[src/pkg/ocm_defs.svh]
`ifndef OCM_DEFS_SVH
`define OCM_DEFS_SVH
// mode codes of compare_mode_select
`define OCM_MODE_W        3
`define OCM_MODE_OFF      3'h0
`define OCM_MODE_LOSHOT   3'h1
`define OCM_MODE_HISHOT   3'h2
`define OCM_MODE_TOGGLE   3'h3
`define OCM_MODE_DLYSHOT  3'h4
`define OCM_MODE_CONT     3'h5
`define OCM_MODE_PWM      3'h6
`define OCM_MODE_PWMF     3'h7
// field position of the mode in compare_channel_control
`define OCM_CTL_MODE_LSB  0
`define OCM_CTL_W         16
`define OCM_CMP_W         16
`define OCM_CTL_RESET     16'h0000
`endif

[src/pkg/ocm_pkg.sv]
package ocm_pkg;
  typedef enum logic [1:0] {
    ocm_init_low,
    ocm_init_high,
    ocm_init_keep,
    ocm_init_value
  } ocm_init_t;
  typedef enum logic [2:0] {
    ocm_irq_none,
    ocm_irq_rise,
    ocm_irq_fall,
    ocm_irq_both,
    ocm_irq_fault
  } ocm_irq_src_t;
endpackage : ocm_pkg

[src/pkg/ocm_sel_if.sv]
`timescale 1ns/100ps
interface ocm_sel_if;
  import ocm_pkg::*;
  logic [2:0]   mode;
  ocm_init_t    init;
  ocm_irq_src_t irq_src;
  logic         enabled;
  logic         fault_watch;
  modport dec (input mode, output init, irq_src, enabled, fault_watch);
  modport use_side (output mode, input init, irq_src, enabled, fault_watch);
endinterface : ocm_sel_if

[src/hw/ocm_mode_logic.sv]
`timescale 1ns/100ps
`include "ocm_defs.svh"
module ocm_mode_logic
  import ocm_pkg::*;
#(
  parameter int CTL_W = `OCM_CTL_W,
  parameter int CMP_W = `OCM_CMP_W,
  parameter bit FAULT_CH = 1'b1
) (
  // clock and reset
  input  wire logic             clk,
  input  wire logic             rst_b,
  // control
  input  wire logic [CTL_W-1:0] compare_channel_control,
  input  wire logic [CMP_W-1:0] primary_compare_value,
  // compare engine
  input  wire logic             cmp_set,
  input  wire logic             cmp_clear,
  input  wire logic             cmp_toggle,
  // pins
  input  wire logic             fault_input_a,
  input  wire logic             port_level,
  output logic                  compare_output_pin,
  output logic                  pin_owned,
  output logic                  fault_latched,
  output logic                  irq_pulse
);
  ocm_sel_if sel ();
  logic [2:0] mode_q;
  logic       pin_q;
  logic       own_q;
  logic       flt_q;
  logic       irq_q;
  logic       f_s1_q;
  logic       f_s2_q;
  logic       f_s3_q;
  logic       entry;

  assign sel.mode = compare_channel_control[`OCM_CTL_MODE_LSB +: 3];

  ocm_mode_decode u_dec (
    .sel (sel)
  );

  assign entry = (sel.mode != mode_q);

  always_ff @(posedge clk) begin
    if (!rst_b) begin
      mode_q <= `OCM_MODE_OFF;
    end else begin
      mode_q <= sel.mode;
    end
  end

  // fault input synchroniser and edge history
  always_ff @(posedge clk) begin
    if (!rst_b) begin
      f_s1_q <= 1'b1;
      f_s2_q <= 1'b1;
      f_s3_q <= 1'b1;
    end else begin
      f_s1_q <= fault_input_a;
      f_s2_q <= f_s1_q;
      f_s3_q <= f_s2_q;
    end
  end

  // pin ownership
  always_ff @(posedge clk) begin
    if (!rst_b) begin
      own_q <= 1'b0;
    end else begin
      own_q <= sel.enabled;
    end
  end

  // fault latch, held until mode leaves fault pwm
  always_ff @(posedge clk) begin
    if (!rst_b) begin
      flt_q <= 1'b0;
    end else if (!sel.fault_watch) begin
      flt_q <= 1'b0;
    end else if (f_s3_q && !f_s2_q) begin
      flt_q <= 1'b1;
    end
  end

  // output pin level
  always_ff @(posedge clk) begin
    if (!rst_b) begin
      pin_q <= 1'b0;
    end else if (!sel.enabled) begin
      pin_q <= port_level;
    end else if (entry) begin
      unique case (sel.init)
        ocm_init_low:   pin_q <= 1'b0;
        ocm_init_high:  pin_q <= 1'b1;
        ocm_init_keep:  pin_q <= pin_q;
        ocm_init_value: pin_q <= |primary_compare_value;
      endcase
    end else if (sel.fault_watch && (flt_q || (f_s3_q && !f_s2_q))) begin
      pin_q <= 1'b0;
    end else if (cmp_toggle) begin
      pin_q <= ~pin_q;
    end else if (cmp_set) begin
      pin_q <= 1'b1;
    end else if (cmp_clear) begin
      pin_q <= 1'b0;
    end
  end

  // interrupt on the selected edge, compared against last pin level
  always_ff @(posedge clk) begin
    if (!rst_b) begin
      irq_q <= 1'b0;
    end else if (entry || !own_q) begin
      irq_q <= 1'b0;
    end else begin
      unique case (sel.irq_src)
        ocm_irq_none:  irq_q <= 1'b0;
        ocm_irq_rise:  irq_q <= pin_q && !compare_output_pin;
        ocm_irq_fall:  irq_q <= !pin_q && compare_output_pin;
        ocm_irq_both:  irq_q <= pin_q != compare_output_pin;
        ocm_irq_fault: irq_q <= FAULT_CH && f_s3_q && !f_s2_q;
        default:       irq_q <= 1'b0;
      endcase
    end
  end

  // delayed copy of pin gives edge reference
  always_ff @(posedge clk) begin
    if (!rst_b) begin
      compare_output_pin <= 1'b0;
      pin_owned          <= 1'b0;
      fault_latched      <= 1'b0;
      irq_pulse          <= 1'b0;
    end else begin
      compare_output_pin <= pin_q;
      pin_owned          <= own_q;
      fault_latched      <= flt_q;
      irq_pulse          <= irq_q;
    end
  end
endmodule : ocm_mode_logic

[src/hw/ocm_mode_decode.sv]
`timescale 1ns/100ps
`include "ocm_defs.svh"
module ocm_mode_decode
  import ocm_pkg::*;
(
  ocm_sel_if.dec sel
);
  always_comb begin
    sel.init        = ocm_init_low;
    sel.irq_src     = ocm_irq_none;
    sel.enabled     = 1'b1;
    sel.fault_watch = 1'b0;
    unique case (sel.mode)
      `OCM_MODE_OFF: begin
        sel.enabled = 1'b0;
      end
      `OCM_MODE_LOSHOT: begin
        sel.irq_src = ocm_irq_rise;
      end
      `OCM_MODE_HISHOT: begin
        sel.init    = ocm_init_high;
        sel.irq_src = ocm_irq_fall;
      end
      `OCM_MODE_TOGGLE: begin
        sel.init    = ocm_init_keep;
        sel.irq_src = ocm_irq_both;
      end
      `OCM_MODE_DLYSHOT,
      `OCM_MODE_CONT: begin
        sel.irq_src = ocm_irq_fall;
      end
      `OCM_MODE_PWM: begin
        sel.init = ocm_init_value;
      end
      `OCM_MODE_PWMF: begin
        sel.init        = ocm_init_value;
        sel.irq_src     = ocm_irq_fault;
        sel.fault_watch = 1'b1;
      end
    endcase
  end
endmodule : ocm_mode_decode

[config.mk]
export PLATFORM = sky130hd
export DESIGN_NAME = ocm_mode_logic
export DESIGN_NICKNAME = d
export VERILOG_FILES = /design/src/pkg/ocm_pkg.sv /design/src/pkg/ocm_sel_if.sv /design/src/hw/ocm_mode_logic.sv /design/src/hw/ocm_mode_decode.sv
export VERILOG_INCLUDE_DIRS = /design/src /design/src/pkg
export SDC_FILE = /design/constraint.sdc
export NUM_CORES = 1
export LEC_CHECK = 0
export BUFFER_PORTS_ARGS = -buffer_cell sky130_fd_sc_hd__buf_2
export CAP_MARGIN = 10
export CORE_ASPECT_RATIO = 1.4
export CORE_MARGIN = 2
export CORE_UTILIZATION = 30
export DETAILED_ROUTE_END_ITERATION = 8
export PLACE_DENSITY = 0.66
export SYNTH_ARGS = -nofsm -noshare
export SYNTH_HDL_FRONTEND = slang
export SYNTH_HIERARCHICAL = 1
export SYNTH_SLANG_ARGS = --single-unit
[constraint.sdc]
create_clock -name clk -period 1.5 [get_ports clk]
set_clock_uncertainty 0.15 [all_clocks]
set_input_delay 0.075 -clock clk [delete_from_list [all_inputs] [get_ports clk]]
set_output_delay 0.075 -clock clk [all_outputs]
set_load 0.01 [all_outputs]
==> metrics.txt <==
FMAX just over 700 MHz; Mapped Cells 68; post-synthesis mux area share ~1.6%; pin count of the biggest net entering global routing 13; Longest Clk Path Bufs 2; # port buffers 29; clk sinks 14; Congestion Overflow GR 0; minimum clock period about 1400 ps; mean post-synth cell area approximately 9 um2; Root Buffer clkbuf_4; startpoint types primary input; Num CTS Buffers 3; Max Cap Viol 0; count leader, synth dfxtp_1; Worst-Margin Slew between 200 and 300 ps; Post-Synth XOR/XNOR Area 5.645%; worst min path class primary input to flip-flop; Routability Congestion approximately 0.7; Synth Area in Adders approximately 4.0%; Worst Setup End Kind flip-flop; EDFF count, synth 0; final cycle utilization of the critical path between 90% and 100%; endpoints failing hold 0; ys async rst share 0%; initial core utilization between 30% and 40%; CP bufs+invs 3; Static Leak 0.4524 nW; pwr dens ~850 nW/um2; delay of the slowest critical-path stage ~550 ps; Setup Crit Path Kind primary input to flip-flop; commonest cells in the netlist dfxtp_1 (14), and2_1 (6), nor2_1 (5); Overall Global Routing Usage 12.24%; routed len/inst between 10 and 15 um; via count 600; first-pass GRT wire length 2332 um; Tot Pwr approximately 0.80 mW; Slowest cell on crit path dlygate4sd3_1; largest family of logic cells by synthesized area simple AND/OR/NAND/NOR gates; Post-Synth Simple-Gate Area a little under a third; final layout net count 151; CTS tree done; Slew Viols, Final 0; post-route ant nets 0; initial antenna violation count 0; vias per std cell 4.615; CP top delay family buffers and inverters; FF+latch count, synth 14; num ports 43; Slew headroom 81.11%; Layout Utilization approximately half; RSZ-0062 raised after global routing false; Layout area overhead 51.41%; vias in the first global route roughly 600; syn_nets 109; # rows 19; outcome completed; Compound-Gate Fraction of Synth Area under 10%; worst path required time about 1500 ps; Die W roughly 42 um; DRT Pass-1 Iters 3; final WL roughly 1400 um; leading area contributor after synthesis dfxtp_1; Distinct cells, synth 25; post-synth top area share 45.16%; VDD IR-drop max roughly 440 uV; Worst EP arrival around 1400 ps; yosys warns 6; Setup TNS 0 ps; clk_lat worst skew roughly 280 ps; Worst path most repeated cell dlygate4sd3_1; Seq/Total Area, Yosys a little under half; top cells by area, synth dfxtp_1 (45%), and2_1 (6.0%), xor2_1 (5.6%), ha_1 (4.0%), nand2b_1 (4.0%); # fillers around 190; share of cells above drive strength 1 37.61%; DRC 0; top_reg_cell synth dfxtp_1; Detailed Place HPWL about 990 um; Core ar. approximately 1900 um2; Clk pin slew, worst setup/hold paths roughly 80 ps; Synth Cell Area about 620 um2; setup violators final 0; die area ~2500 um2; worst-path maximum fanout 12; crit-path cells dlygate4sd3_1 -> buf_2 -> nand2b_1 -> dlygate4sd3_1; number of diodes 0; 1st-iter DRT viols 13; die height approximately 58 um; H-tree depth 1
## metrics by stage
stage,instances,hold slack (ps),cell area (um2),setup WS (ps)
2_1_floorplan,68,-1.962,620.6,199.9
3_3_place_gp,117,105.1,788.3,137.9
5_1_grt,130,39.52,939.7,8.524
4_1_cts,128,4.614,894.6,20.21
3_5_place_dp,117,110.7,788.3,125.0
6_report,130,7.096,939.7,95.72
## placed cells by master (no fill, tap or decap), drive strengths merged
cell / n
a21oi: 1
dlygate4sd3: 6
o21ai: 2
and2: 7
xor2: 4
nand3: 1
and3: 4
a211oi: 2
dlymetal6s4s: 1
nand2b: 4
a31oi: 1
a22oi: 1
a211o: 1
nor3: 1
nand2: 3
inv: 4
nor4: 4
or3: 1
dfxtp: 14
buf: 31
mux2i: 1
nor2b: 3
nor2: 5
clkbuf: 4
o21a: 1
ha: 2
## worst paths after layout
path                                          from      to  slack (ps)  depth (start not counted)
worst max-delay path                         rst_b  f_s1_q         100                          4
worst min register to register              f_s1_q  f_s2_q         270                          1
worst min-delay path                    cmp_toggle   pin_q           7                          4
worst max register to register  compare_output_pin   irq_q         150                          5
## logic make-up (layout without fill, tap and decap cells)
group                      after synthesis  in the layout
AOI/OAI and AO/OA                        9              9
adders and majority gates                2              2
and+or+nand+nor                         33             33
DFF                                     14             14
muxes                                    1              1
xor gates and xnor gates                 4              4
buffers and inverters                    5             46
## final cells by class
class | instances | area (um2) | share of cell area (%)
clock buffer | 4 | 36.28 | 3.862
tap | 21 | 26.28 | 2.796
sequential | 14 | 282.8 | 30.09
inverter | 4 | 15.01 | 1.598
timing repair buffer | 38 | 239.0 | 25.43
multi-input combinational | 49 | 340.3 | 36.22
## worst min-delay path: cells and delay by family
| family | cells | cell delay, ps |
|---|---|---|
| AOI/OAI and AO/OA | 2 | 160 |
| and+or+nand+nor | 1 | 80 |
| buffers and inverters | 1 | 90 |
## registers in the layout, summed over array words and instances (netlist names)
name                count
fault_latched           1
f_s2_q                  1
compare_output_pin      1
f_s1_q                  1
f_s3_q                  1
irq_pulse               1
flt_q                   1
mode_q                  3
irq_q                   1
pin_q                   1
pin_owned               1
own_q                   1
## report_power, final
group	leakage [nW]	switching [mW]	internal, mW
Clock	0.0210	0.119	0.148
Sequential	0.116	0.00798	0.388
Combinational	0.315	0.0601	0.0795
## what timing repair did
| item | CTS | global route |
|---|---|---|
| buffers inserted | 0 | 2 |
| endpoints found under the hold margin | 10 | 0 |
| endpoints found under the setup margin | 0 | 2 |
| hold buffers | 7 | 0 |
| resized for setup | 0 | 8 |
## metal layers
layer | track usage, % | share of wire (%) | up-vias
met1 | 13.95 | 43 | 271
met4 | 8.036 | 1.5 | 0
met5 | 0 | 0 | -
met2 | 21.32 | 54 | 13
met3 | 1.246 | 2.1 | 2
li1 | - | - | 314
Power figures use the tool's default switching activity.
